[src/common/ssdi_pkg.sv]
`default_nettype none
package ssdi_pkg;
    // ****************************************************************
    // Register map.
    // ****************************************************************
    localparam logic [7:0] ADDR_CONFIG = 8'h00;
    localparam logic [7:0] ADDR_STATUS = 8'h04;
    localparam logic [7:0] ADDR_IRQ_STATUS = 8'h08;
    localparam logic [7:0] ADDR_IRQ_MASK = 8'h0C;
    localparam logic [7:0] ADDR_POSITION = 8'h10;
    // ****************************************************************
    // Configuration fields.
    // ****************************************************************
    localparam int CFG_RES_LSB = 0;
    localparam int CFG_LOW_ACTIVE = 3;
    localparam int CFG_PLC_LEVEL = 4;
    localparam int CFG_REDUCE_OFF = 5;
    localparam int CFG_DOUBLE_STEP = 6;
    localparam int CFG_MECH_BRIDGE = 7;
    localparam int CFG_ENCODER = 8;
    localparam logic [8:0] CFG_RESET = 9'h080;
    // ****************************************************************
    // Fault and interrupt bits.
    // ****************************************************************
    localparam int EV_UNDERVOLT = 0;
    localparam int EV_SHORT = 1;
    localparam int EV_OVERTEMP = 2;
    localparam int EV_MECH = 3;
    localparam int EV_CONFIG = 4;
    localparam int EV_COUNT = 5;
    // ****************************************************************
    // Resolutions in steps per revolution.
    // ****************************************************************
    localparam logic [10:0] RES_200 = 11'h0C8;
    localparam logic [10:0] RES_400 = 11'h190;
    localparam logic [10:0] RES_500 = 11'h1F4;
    localparam logic [10:0] RES_800 = 11'h320;
    localparam logic [10:0] RES_1000 = 11'h3E8;
    localparam logic [10:0] RES_NONE = 11'h000;
    // ****************************************************************
    // Current levels in percent of the set value.
    // ****************************************************************
    localparam logic [7:0] CUR_OFF = 8'h00;
    localparam logic [7:0] CUR_HALF = 8'h32;
    localparam logic [7:0] CUR_FULL = 8'h64;
    localparam logic [7:0] CUR_BOOST = 8'h78;
    // ****************************************************************
    // Timing.
    // ****************************************************************
    localparam int CLK_HZ = 20_000_000;
    localparam int STANDSTILL_MS = 100;
    localparam int STANDSTILL_CYC = CLK_HZ / 1000 * STANDSTILL_MS;
    localparam int LOAD_ANGLE_MAX = 16;
endpackage
`default_nettype wire

[src/rtl/ssdi_indexer.sv]
// Notes on behaviour
// - Three switches select one of six settings; settings 1 and 4 both give 400, so five resolutions.
// - Halve phase current at standstill when enabled.
// - First pulse restores full phase current.
// - No current reduction while reset active.
// - Double step: both pulse edges step.
// - Two switches select input polarity and level.
// - Reset clears errors, zeroes phase, ignores pulses.
// - Disable switches all phase currents off.
// - Boost raises current by one fifth.
// - One step per pulse, direction input sets sense.
// - Step angle input halves selected resolution.
// - Step angle low-active, only with bit0 off.
// - Ready contact closed unless an electrical fault or a counted mechanical fault exists; config faults leave it closed.
// - Mechanical error counts only with bridge open.
// - Encoder variant compares steps with encoder pulses.
// - Four phase indicators, two yellow fault indicators.
//
// The placing of the registers and the APB register port are this design's own decisions.
`default_nettype none
module ssdi_indexer #(
    parameter int STANDSTILL_CYCLES = ssdi_pkg::STANDSTILL_CYC,
    parameter int LOAD_ANGLE = ssdi_pkg::LOAD_ANGLE_MAX
) (
    // Clock and reset.
    input wire logic clk_i,
    input wire logic reset_i,
    // APB slave.
    input wire logic psel_i,
    input wire logic penable_i,
    input wire logic pwrite_i,
    input wire logic [7:0] paddr_i,
    input wire logic [31:0] pwdata_i,
    output logic [31:0] prdata_o,
    output logic pready_o,
    output logic pslverr_o,
    // Host control inputs.
    input wire logic pulse_i,
    input wire logic direction_i,
    input wire logic drive_reset_i,
    input wire logic disable_i,
    input wire logic boost_i,
    input wire logic step_angle_n_i,
    // Power stage and encoder.
    input wire logic undervolt_i,
    input wire logic short_i,
    input wire logic overtemp_i,
    input wire logic enc_pulse_i,
    input wire logic enc_dir_i,
    // Drive outputs.
    output logic step_o,
    output logic step_dir_o,
    output logic [1:0] phase_o,
    output logic [7:0] current_pct_o,
    output logic [10:0] resolution_o,
    // Indicators and interrupt.
    output logic [3:0] phase_led_o,
    output logic elec_led_o,
    output logic mech_led_o,
    output logic ready_o,
    output logic irq_o
);
    logic [8:0] config_r;
    logic [4:0] irq_status;
    logic [4:0] irq_mask;
    logic [4:0] fault;
    logic prev_pulse;
    logic prev_enc;
    logic [1:0] phase;
    logic reduced;
    logic [31:0] idle_count;
    logic signed [15:0] lag;
    logic [15:0] position;
    // ****************************************************************
    // Input conditioning.
    // ****************************************************************
    logic low_active;
    logic cfg_bad;
    logic pulse_act;
    logic dir_act;
    logic rst_act;
    logic dis_act;
    logic boost_act;
    logic pulse_edge;
    logic enc_edge;
    logic step_now;
    logic apb_wr;
    logic [4:0] events;
    logic mech_en;
    logic any_fault;
    logic [10:0] base_res;
    logic res_bad;
    always_comb
    begin
        low_active = config_r[ssdi_pkg::CFG_LOW_ACTIVE];
        // Both polarity switches on is an illegal setting.
        cfg_bad = low_active & config_r[ssdi_pkg::CFG_PLC_LEVEL];
        pulse_act = pulse_i ^ low_active;
        dir_act = direction_i ^ low_active;
        rst_act = drive_reset_i ^ low_active;
        dis_act = disable_i ^ low_active;
        boost_act = boost_i ^ low_active;
        if (config_r[ssdi_pkg::CFG_DOUBLE_STEP])
        begin
            pulse_edge = pulse_act ^ prev_pulse;
        end
        else
        begin
            pulse_edge = pulse_act & ~prev_pulse;
        end
        enc_edge = enc_pulse_i & ~prev_enc;
        // Pulses are ignored while reset, an electrical fault or a counted mechanical fault holds the drive; config faults do not block them.
        step_now = pulse_edge & ~rst_act & ~any_fault;
        apb_wr = psel_i & penable_i & pwrite_i;
    end
    // ****************************************************************
    // Resolution selection.
    // ****************************************************************
    always_comb
    begin
        res_bad = 1'b0;
        unique case (config_r[ssdi_pkg::CFG_RES_LSB +: 3])
            3'h0: base_res = ssdi_pkg::RES_800;
            3'h1: base_res = ssdi_pkg::RES_400;
            3'h2: base_res = ssdi_pkg::RES_1000;
            3'h3: base_res = ssdi_pkg::RES_500;
            3'h4: base_res = ssdi_pkg::RES_400;
            3'h5: base_res = ssdi_pkg::RES_200;
            default:
            begin
                base_res = ssdi_pkg::RES_NONE;
                res_bad = 1'b1;
            end
        endcase
    end
    always_ff @(posedge clk_i)
    begin
        if (reset_i)
        begin
            resolution_o <= ssdi_pkg::RES_800;
        end
        else if (~step_angle_n_i & ~config_r[ssdi_pkg::CFG_RES_LSB])
        begin
            resolution_o <= base_res >> 1;
        end
        else
        begin
            resolution_o <= base_res;
        end
    end
    // ****************************************************************
    // Step sequencing.
    // ****************************************************************
    always_ff @(posedge clk_i)
    begin
        if (reset_i)
        begin
            prev_pulse <= 1'b0;
            prev_enc <= 1'b0;
            phase <= 2'h0;
            position <= 16'h0000;
            step_o <= 1'b0;
            step_dir_o <= 1'b0;
        end
        else
        begin
            prev_pulse <= pulse_act;
            prev_enc <= enc_pulse_i;
            step_o <= step_now;
            step_dir_o <= dir_act;
            if (rst_act)
            begin
                phase <= 2'h0;
            end
            else if (step_now)
            begin
                phase <= dir_act ? phase + 2'h1 : phase - 2'h1;
                position <= dir_act ? position + 16'h0001
                                    : position - 16'h0001;
            end
        end
    end
    always_ff @(posedge clk_i)
    begin
        if (reset_i)
        begin
            phase_o <= 2'h0;
            phase_led_o <= 4'h1;
        end
        else
        begin
            phase_o <= phase;
            phase_led_o <= 4'h1 << phase;
        end
    end
    // ****************************************************************
    // Load angle monitor.
    // ****************************************************************
    always_ff @(posedge clk_i)
    begin
        if (reset_i | rst_act | ~config_r[ssdi_pkg::CFG_ENCODER])
        begin
            lag <= 16'sh0000;
        end
        else
        begin
            // Commanded steps add, encoder steps subtract.
            lag <= lag + (step_now ? (dir_act ? 16'sh0001 : -16'sh0001)
                                   : 16'sh0000)
                       - (enc_edge ? (enc_dir_i ? 16'sh0001 : -16'sh0001)
                                   : 16'sh0000);
        end
    end
    // ****************************************************************
    // Standstill current reduction.
    // ****************************************************************
    always_ff @(posedge clk_i)
    begin
        if (reset_i | rst_act | step_now)
        begin
            idle_count <= 32'h0;
            reduced <= 1'b0;
        end
        else if (~config_r[ssdi_pkg::CFG_REDUCE_OFF])
        begin
            if (idle_count >= 32'(STANDSTILL_CYCLES - 1))
            begin
                reduced <= 1'b1;
            end
            else
            begin
                idle_count <= idle_count + 32'h1;
            end
        end
        else
        begin
            reduced <= 1'b0;
        end
    end
    always_ff @(posedge clk_i)
    begin
        if (reset_i)
        begin
            current_pct_o <= ssdi_pkg::CUR_OFF;
        end
        else if (dis_act | any_fault | cfg_bad | res_bad)
        begin
            current_pct_o <= ssdi_pkg::CUR_OFF;
        end
        else if (reduced)
        begin
            current_pct_o <= ssdi_pkg::CUR_HALF;
        end
        else if (boost_act)
        begin
            current_pct_o <= ssdi_pkg::CUR_BOOST;
        end
        else
        begin
            current_pct_o <= ssdi_pkg::CUR_FULL;
        end
    end
    // ****************************************************************
    // Faults, ready contact and indicators.
    // ****************************************************************
    always_comb
    begin
        events = 5'h00;
        events[ssdi_pkg::EV_UNDERVOLT] = undervolt_i;
        events[ssdi_pkg::EV_SHORT] = short_i;
        events[ssdi_pkg::EV_OVERTEMP] = overtemp_i;
        events[ssdi_pkg::EV_MECH] = config_r[ssdi_pkg::CFG_ENCODER]
            & ((lag > 16'(LOAD_ANGLE)) | (lag < -16'(LOAD_ANGLE)));
        events[ssdi_pkg::EV_CONFIG] = cfg_bad | res_bad;
        mech_en = ~config_r[ssdi_pkg::CFG_MECH_BRIDGE];
        any_fault = |fault[2:0] | (fault[ssdi_pkg::EV_MECH] & mech_en);
    end
    always_ff @(posedge clk_i)
    begin
        if (reset_i | rst_act)
        begin
            fault <= 5'h00;
        end
        else
        begin
            fault <= fault | events;
        end
    end
    always_ff @(posedge clk_i)
    begin
        if (reset_i)
        begin
            ready_o <= 1'b0;
            elec_led_o <= 1'b0;
            mech_led_o <= 1'b0;
        end
        else
        begin
            ready_o <= ~any_fault;
            elec_led_o <= |fault[2:0];
            mech_led_o <= fault[ssdi_pkg::EV_MECH]
                          & config_r[ssdi_pkg::CFG_ENCODER];
        end
    end
    // ****************************************************************
    // Interrupts.
    // ****************************************************************
    always_ff @(posedge clk_i)
    begin
        if (reset_i)
        begin
            irq_status <= 5'h00;
        end
        else if (apb_wr & (paddr_i == ssdi_pkg::ADDR_IRQ_STATUS))
        begin
            irq_status <= (irq_status & ~pwdata_i[4:0]) | events;
        end
        else
        begin
            irq_status <= irq_status | events;
        end
    end
    always_ff @(posedge clk_i)
    begin
        if (reset_i)
        begin
            irq_o <= 1'b0;
        end
        else
        begin
            irq_o <= |(irq_status & irq_mask);
        end
    end
    // ****************************************************************
    // APB slave.
    // ****************************************************************
    always_ff @(posedge clk_i)
    begin
        if (reset_i)
        begin
            config_r <= ssdi_pkg::CFG_RESET;
            irq_mask <= 5'h00;
        end
        else if (apb_wr & (paddr_i == ssdi_pkg::ADDR_CONFIG))
        begin
            config_r <= pwdata_i[8:0];
        end
        else if (apb_wr & (paddr_i == ssdi_pkg::ADDR_IRQ_MASK))
        begin
            irq_mask <= pwdata_i[4:0];
        end
    end
    always_ff @(posedge clk_i)
    begin
        if (reset_i)
        begin
            prdata_o <= 32'h0000_0000;
            pready_o <= 1'b0;
            pslverr_o <= 1'b0;
        end
        else
        begin
            pready_o <= psel_i & ~penable_i;
            pslverr_o <= 1'b0;
            prdata_o <= 32'h0000_0000;
            if (psel_i & ~penable_i)
            begin
                unique case (paddr_i)
                    ssdi_pkg::ADDR_CONFIG:
                        prdata_o <= {23'h0, config_r};
                    ssdi_pkg::ADDR_STATUS:
                        prdata_o <= {22'h00_0000, ready_o, reduced,
                                     phase, 1'h0, fault};
                    ssdi_pkg::ADDR_IRQ_STATUS:
                        prdata_o <= {27'h0, irq_status};
                    ssdi_pkg::ADDR_IRQ_MASK:
                        prdata_o <= {27'h0, irq_mask};
                    ssdi_pkg::ADDR_POSITION:
                        prdata_o <= {16'h0, position};
                    default:
                        pslverr_o <= 1'b1;
                endcase
            end
        end
    end
endmodule
`default_nettype wire

[config.mk]
export PLATFORM = sky130hd
export DESIGN_NAME = ssdi_indexer
export DESIGN_NICKNAME = d
export VERILOG_FILES = /design/src/common/ssdi_pkg.sv /design/src/rtl/ssdi_indexer.sv
export SDC_FILE = /design/constraint.sdc
export NUM_CORES = 1
export LEC_CHECK = 0
export BUFFER_PORTS_ARGS = -buffer_cell sky130_fd_sc_hd__clkbuf_2
export CAP_MARGIN = 20
export CORE_ASPECT_RATIO = 2
export CORE_MARGIN = 4
export CORE_UTILIZATION = 55
export DETAILED_ROUTE_END_ITERATION = 7
export PLACE_DENSITY = 0.79
export SLEW_MARGIN = 40
export SYNTH_ARGS = -nofsm -noshare
export SYNTH_HDL_FRONTEND = slang
export SYNTH_SLANG_ARGS = --single-unit
[constraint.sdc]
create_clock -name clk_i -period 7.3 [get_ports clk_i]
set_input_delay 1.46 -clock clk_i [delete_from_list [all_inputs] [get_ports clk_i]]
set_output_delay 1.46 -clock clk_i [all_outputs]
set_load 0.02 [all_outputs]
# --- Yosys cells after proc, flatten, opt, wreduce, memory -nomap -nowiden ---
# Index checks and enable logic that the tools add are counted.
# Widths: inputs -> output; s select.
word_totals:
  mem_bits_ro: 0
  out_inout_bits: 65
  in_bits: 56
  latch_bits: 0
  elab_cells: 126
  memories: 0
  ff_bits: 158
  mem_bits_rw: 0
op_classes:
  shifts: 1
  order_cmp: 3
  eq_ne: 9
  bitwise_logic: 49
  div: 0
  n_mux: 15
  n_reduce_logical: 16
  add_sub_neg: 7
  multipliers: 0
ops:
  columns: ["operator", "n"]
  rows:
  - ["$mux 16", 5]
  - ["$pmux 16 s5", 1]
  - ["$pmux 10 s5", 1]
  - ["$add 32x1->32 const B", 1]
  - ["$ge 32x21->1 const B", 1]
  - ["$add 16x1->16 const B", 1]
  - ["$add 16x16->16", 1]
  - ["$eq 8x4->1 const B", 2]
  - ["$gt 16x6->1 const B", 1]
  - ["$lt 16x5->1 const B", 1]
  - ["$sub 16x1->16 const B", 1]
  - ["$sub 16x16->16", 1]
  - ["$and 1x1->1", 15]
  - ["$mux 5", 3]
  - ["$or 5x5->5", 3]
  - ["$not 1->1", 13]
  - ["$reduce_or 2->1", 6]
  - ["$and 5x5->5", 2]
  - ["$mux 10", 1]
  - ["$reduce_or 5->1", 2]
  - ["$or 1x1->1", 9]
  - ["$eq 8x3->1 const B", 1]
  - ["$eq 8x5->1 const B", 1]
  - ["$logic_not 8->1", 1]
  - ["other kinds (14)", 26]

# --- Longest topological paths before layout ---
depth:
  depth_word: 8
  depth_mapped: 20
  ltp_nobuf: 18

# --- Worst setup path after synthesis ---
# No wires, ideal clock.
synth_timing:
  kind: "input to register"
  startpoint: "in direction_i"
  endpoint: "reg lag[15]"
  arrival_time_ns: 5.401
  n_path_buf: 0
  setup_time_ns: 0.122
  cell_stages: 12
  setup_slack_ns: 1.777
  required_time_ns: 7.178
  path_cell_list: "xnor2_1 nand2_1 fa_1 inv_1 ha_1 a211oi_1 o211ai_1 a41oi_2 o21ai_1 a211oi_1 xnor2_1 nor2_1"
synth_between:
  elab_chain_len: 5
synth_rtl:
  columns: ["item", "line_no", "text"]
  rows:
  - ["from (decl)", "ssdi_indexer.sv:39", "input wire logic direction_i,"]
  - ["$xor 1x1->1", "ssdi_indexer.sv:99", "dir_act = direction_i ^ low_active;"]
  - ["$mux 16 (2 in series)", "ssdi_indexer.sv:208", "lag <= lag + (step_now ? (dir_act ? 16'sh0001 : -16'sh0001)"]
  - ["$add 16x16->16", "ssdi_indexer.sv:208", null]
  - ["$sub 16x16->16", "ssdi_indexer.sv:210", "- (enc_edge ? (enc_dir_i ? 16'sh0001 : -16'sh0001)"]
  - ["to (signal assigned)", "ssdi_indexer.sv:208", null]
  - ["to (decl)", "ssdi_indexer.sv:72", "logic signed [15:0] lag;"]
# No other way between the ends.
# A chain may end at the register's enable or synchronous reset.

# --- Final worst setup path ---
layout_timing:
  startpoint: "in pulse_i"
  endpoint: "reg lag[15]"
layout_between:
  elab_chain_len: 8
layout_rtl:
  columns: ["item", "line_no", "text"]
  rows:
  - ["from (decl)", "ssdi_indexer.sv:38", "input wire logic pulse_i,"]
  - ["$xor 1x1->1 (*)", "ssdi_indexer.sv:98", "pulse_act = pulse_i ^ low_active;"]
  - ["named net pulse_act", "ssdi_indexer.sv:79", "logic pulse_act;"]
  - ["$and 1x1->1 or $xor 1x1->1 (tied branches)", "ssdi_indexer.sv:109, ssdi_indexer.sv:105", null]
  - ["$mux 1 (*)", "ssdi_indexer.sv:103", "if (config_r[ssdi_pkg::CFG_DOUBLE_STEP])"]
  - ["$and 1x1->1 (*) (2 in series)", "ssdi_indexer.sv:113", "step_now = pulse_edge & ~rst_act & ~any_fault;"]
  - ["$mux 16 (*)", "ssdi_indexer.sv:208", null]
  - ["$add 16x16->16 (*)", "ssdi_indexer.sv:208", null]
  - ["$sub 16x16->16 (*)", "ssdi_indexer.sv:210", null]
# The timed path passes the listed nets; every way through them passes the cells marked *.

==> summary.txt <==
Status
  – Status: completed

Global routing
  – Gr usage total: 0.2388
  – Global-route wire length before repair: between 20 and 30 mm
  – Largest net degree at the start of global routing: 51
  – Total congestion overflow: 0
  – Initial antenna violation count: 0
  – Global routing's busiest layer: met2
  – Grt met3 use: 0.05190
  – Grt met1 use: 0.2246
  – Met2 Use GR: 0.4478
  – Vias in the first global route: between 6,000 and 7,000

Floorplan
  – Die W: between 80 and 90 um
  – Ports: 121
  – Core outline area: between 10,000 and 15,000 um^2
  – DIE AREA: roughly 15,000 um^2
  – Die height: ~170 um
  – Starting Density: 0.5672
  – FP Rows: 57

STA
  – Pins Over Slew Limit: 0
  – Final Skew: around 0.010 ns
  – Final hold vios: 0
  – Slew @ Worst Pin: ~0.74 ns
  – RSZ-0062 raised after global routing: false
  – Max Fclk: roughly 190 MHz
  – Period minus WS final: 5.313 ns
  – Setup_tns: 0 ns
  – Period utilization: 0.7279
  – Max_slew headroom: 0.5061
  – # setup viols final: 0

Setup path
  – R2r endpoint: lag[15]$_SDFF_PP0_
  – CP Max Fanout: 14
  – Crit-path slowest cell: fa_1
  – Startpoint types: primary input
  – R2r worst-path depth: 18
  – FF-to-FF Start: config_r[3]$_SDFFE_PP0P_
  – Worst endpoint required time: around 7.6 ns
  – CP cell instances: clkbuf_2, xor2_1, ha_1, nor2b_1, o221ai_1, buf_4, nor2_1, nand2_1, buf_4, fa_1, inv_1, ha_1, a211oi_1, o211ai_1, a41oi_2, o21ai_1, a211oi_1, xnor2_1, nor2_1
  – Reg2reg setup slack: 2.45 ns
  – Slowest Stage Delay on Critical Path: between 0.5 and 0.6 ns
  – Crit path kind: in -> reg
  – Arrival time worst endpoint: 5.59 ns
  – Crit end category: register

Clock network
  – Maximum clock path buffer count: 2
  – Clk root buf: clkbuf_16
  – Number of setup buffers added after CTS: 0
  – Post-CTS resize count: 0
  – # hold bufs at CTS: 0
  – CTS Buf Count: 17
  – CTS tree: built
  – CTS clk-pin slew, worst paths: around 0.05 ns
  – Clock Latency Late Sink: about 0.42 ns
  – CTS H-tree lvls: 4
  – CTS Sinks: 138

Placed design
  – # port buffers: 77
  – Post-DP HPWL: 12.34 mm
  – GPL Wtd Cong: between 0.8 and 0.9
  – Post-DP Area: around 7400 um^2

Cells and area
  – Inserted Diodes: 0
  – Commonest non-fill, non-tap cell in the layout: dfxtp_1
  – Synth-to-layout area growth: 15.72%
  – Layout cells sized above 1: 0.1506
  – Final net count: roughly 970
  – FF+latch area: roughly 2800 um^2
  – Multi-input gate area: 3796 um^2
  – Commonest cells after routing, fill and taps aside: dfxtp_1, nor2_1, clkbuf_2, inv_1, nand2_1
  – Layout filler cell count: about 990
  – Final instance area: 8051 um^2
  – Post-layout util: 0.6564

Detailed routing
  – Pre-antenna DRT Iters: 5
  – Via count: 5,837
  – Routed WL: between 15 and 20 mm
  – ANT nets after route: 0
  – Initial DRC count: roughly 250
  – Post-DR wirelength/cell: 16.40 um
  – Post-route DRC: 0
  – Vias per cell: 5.667

Min path
  – Worst min path class: reg -> reg
  – Hold Path Origin: position[10]$_SDFFE_PP0P_
  – Hold path cells: 2
  – Hold Crit Endpoint: position[10]$_SDFFE_PP0P_

Synthesis
  – Seq/Total Area, Yosys: 0.3971
  – Synth async-reset ratio: 0
  – Top FF cell, synth: dfxtp_1
  – EDFF count, synth: 0
  – Cell count after synthesis: roughly 790
  – #FFs+latches synth: approximately 140
  – Synth unique cells: just under 60
  – Ys Warns: 0
  – Synthesized area: approximately 7000 um^2
  – Syn_area_per_cell: just under 9 um^2

Power
  – Share of power burned in registers: 0.406
  – Max IR drop VDD: approximately 0.28 mV
  – Cell internal pwr: 1.433 mW
  – Leak: between 3 and 4 nW
  – Combinational group share of total power: 0.111
  – Switching Fraction: 0.2510
  – Power Density: about 240 nW/um^2
  – Pwr Total: around 1.9 mW
  – P_sw: approximately 480 uW
  – Clock power frac: 0.483

Job
  – Max-Cap Viols: 0
-- cell type report --
cell class / instances / area share
Tap cell: 147 / 0.02284
Clock buffer: 20 / 0.05548
Timing Repair Buffer: 85 / 0.05579
Clock inverter: 12 / 0.02331
Sequential cell: 138 / 0.3431
Inverter: 60 / 0.02797
Multi-Input combinational cell: 568 / 0.4715
-- cells in the mapped netlist, types with 4 or more instances --
| master | instances | area, um^2 |
|---|---|---|
| dfxtp_1 | 138 | 2763 |
| nor2_1 | 101 | 379.1 |
| inv_1 | 58 | 217.7 |
| nand2_1 | 56 | 210.2 |
| a21oi_1 | 51 | 255.2 |
| ha_1 | 32 | 400.4 |
| xor2_1 | 29 | 254.0 |
| nand3_1 | 22 | 110.1 |
| nor3_1 | 21 | 105.1 |
| o21ai_0 | 21 | 105.1 |
| buf_4 | 20 | 150.1 |
| xnor2_1 | 20 | 175.2 |
| and3_1 | 19 | 118.9 |
| mux2i_1 | 19 | 190.2 |
| clkbuf_1 | 17 | 63.81 |
| nand4_1 | 17 | 106.4 |
| fa_1 | 16 | 320.3 |
| and2_1 | 15 | 93.84 |
| nor2b_1 | 15 | 93.84 |
| a211oi_1 | 11 | 82.58 |
| nor4_1 | 11 | 68.82 |
| nand2b_1 | 7 | 43.79 |
| a21o_1 | 6 | 45.04 |
| o21ai_1 | 6 | 30.03 |
| buf_2 | 5 | 25.02 |
| mux4_2 | 5 | 112.6 |
| buf_1 | 4 | 15.01 |
| nand3_2 | 4 | 40.04 |
| o211ai_1 | 4 | 30.03 |
-- per-stage QoR --
stage | setup WS (ns) | cells | hold slack, ns
2_1_floorplan | 1.777 | 814 | 0.4223
3_3_place_gp | 1.662 | 997 | 0.4378
3_5_place_dp | 1.568 | 997 | 0.4571
4_1_cts | 1.978 | 1029 | 0.4733
5_1_grt | 1.585 | 1030 | 0.4938
6_report | 1.987 | 1030 | 0.4760
-- per-layer routing --
layer | vias up | share of wire
met5 | - | 0
met4 | 0 | 0.054
met3 | 71 | 0.043
met2 | 180 | 0.57
met1 | 2773 | 0.33
li1 | 2813 | -
-- cells by family after synthesis --
group                      synth area share
AOI/OAI and AO/OA                    0.1129
xor gates and xnor gates            0.06168
adders and majority gates            0.1036
buffers and inverters               0.07211
DFF                                  0.3971
muxes                               0.04352
other                             0.0005390
and+or+nand+nor                      0.2086
-- flip-flops by register name, indices dropped and copies added, names as in the netlist, 6 cells and up --
register and count:
idle_count 32, current_pct_o 6, position 16, lag 16, config_r 9, resolution_o 9
prdata_o 16
-- power groups by stage --
stage / clock network, mW / registers [mW] / logic [mW]
2_1_floorplan: 0 / 0.797 / 0.160
3_3_place_gp: 0 / 0.793 / 0.206
3_5_place_dp: 0 / 0.793 / 0.210
4_1_cts: 0.932 / 0.776 / 0.213
5_1_grt: 0.966 / 0.778 / 0.239
6_report: 0.924 / 0.777 / 0.213
-- how the worst max path moves through the flow --
stage,startpoint,end,slack (ns)
finish,pulse_i,lag[15]$_SDFF_PP0_,1.99
global placement,pulse_i,lag[15]$_SDFF_PP0_,1.66
detailed placement,pulse_i,lag[15]$_SDFF_PP0_,1.57
CTS,pulse_i,lag[15]$_SDFF_PP0_,1.98
floorplan,direction_i,lag[15]$_SDFF_PP0_,1.78
global route,pulse_i,lag[15]$_SDFF_PP0_,1.59
-- critical path, delay by kind of cell --
kind | cells | cell delay, ns
fa+ha+maj | 3 | 1.16
xor+xnor | 2 | 0.30
simple gates | 4 | 0.62
compound gates | 6 | 1.44
buf+inv | 4 | 0.61
Note: power is estimated with default switching activity, not from simulation.
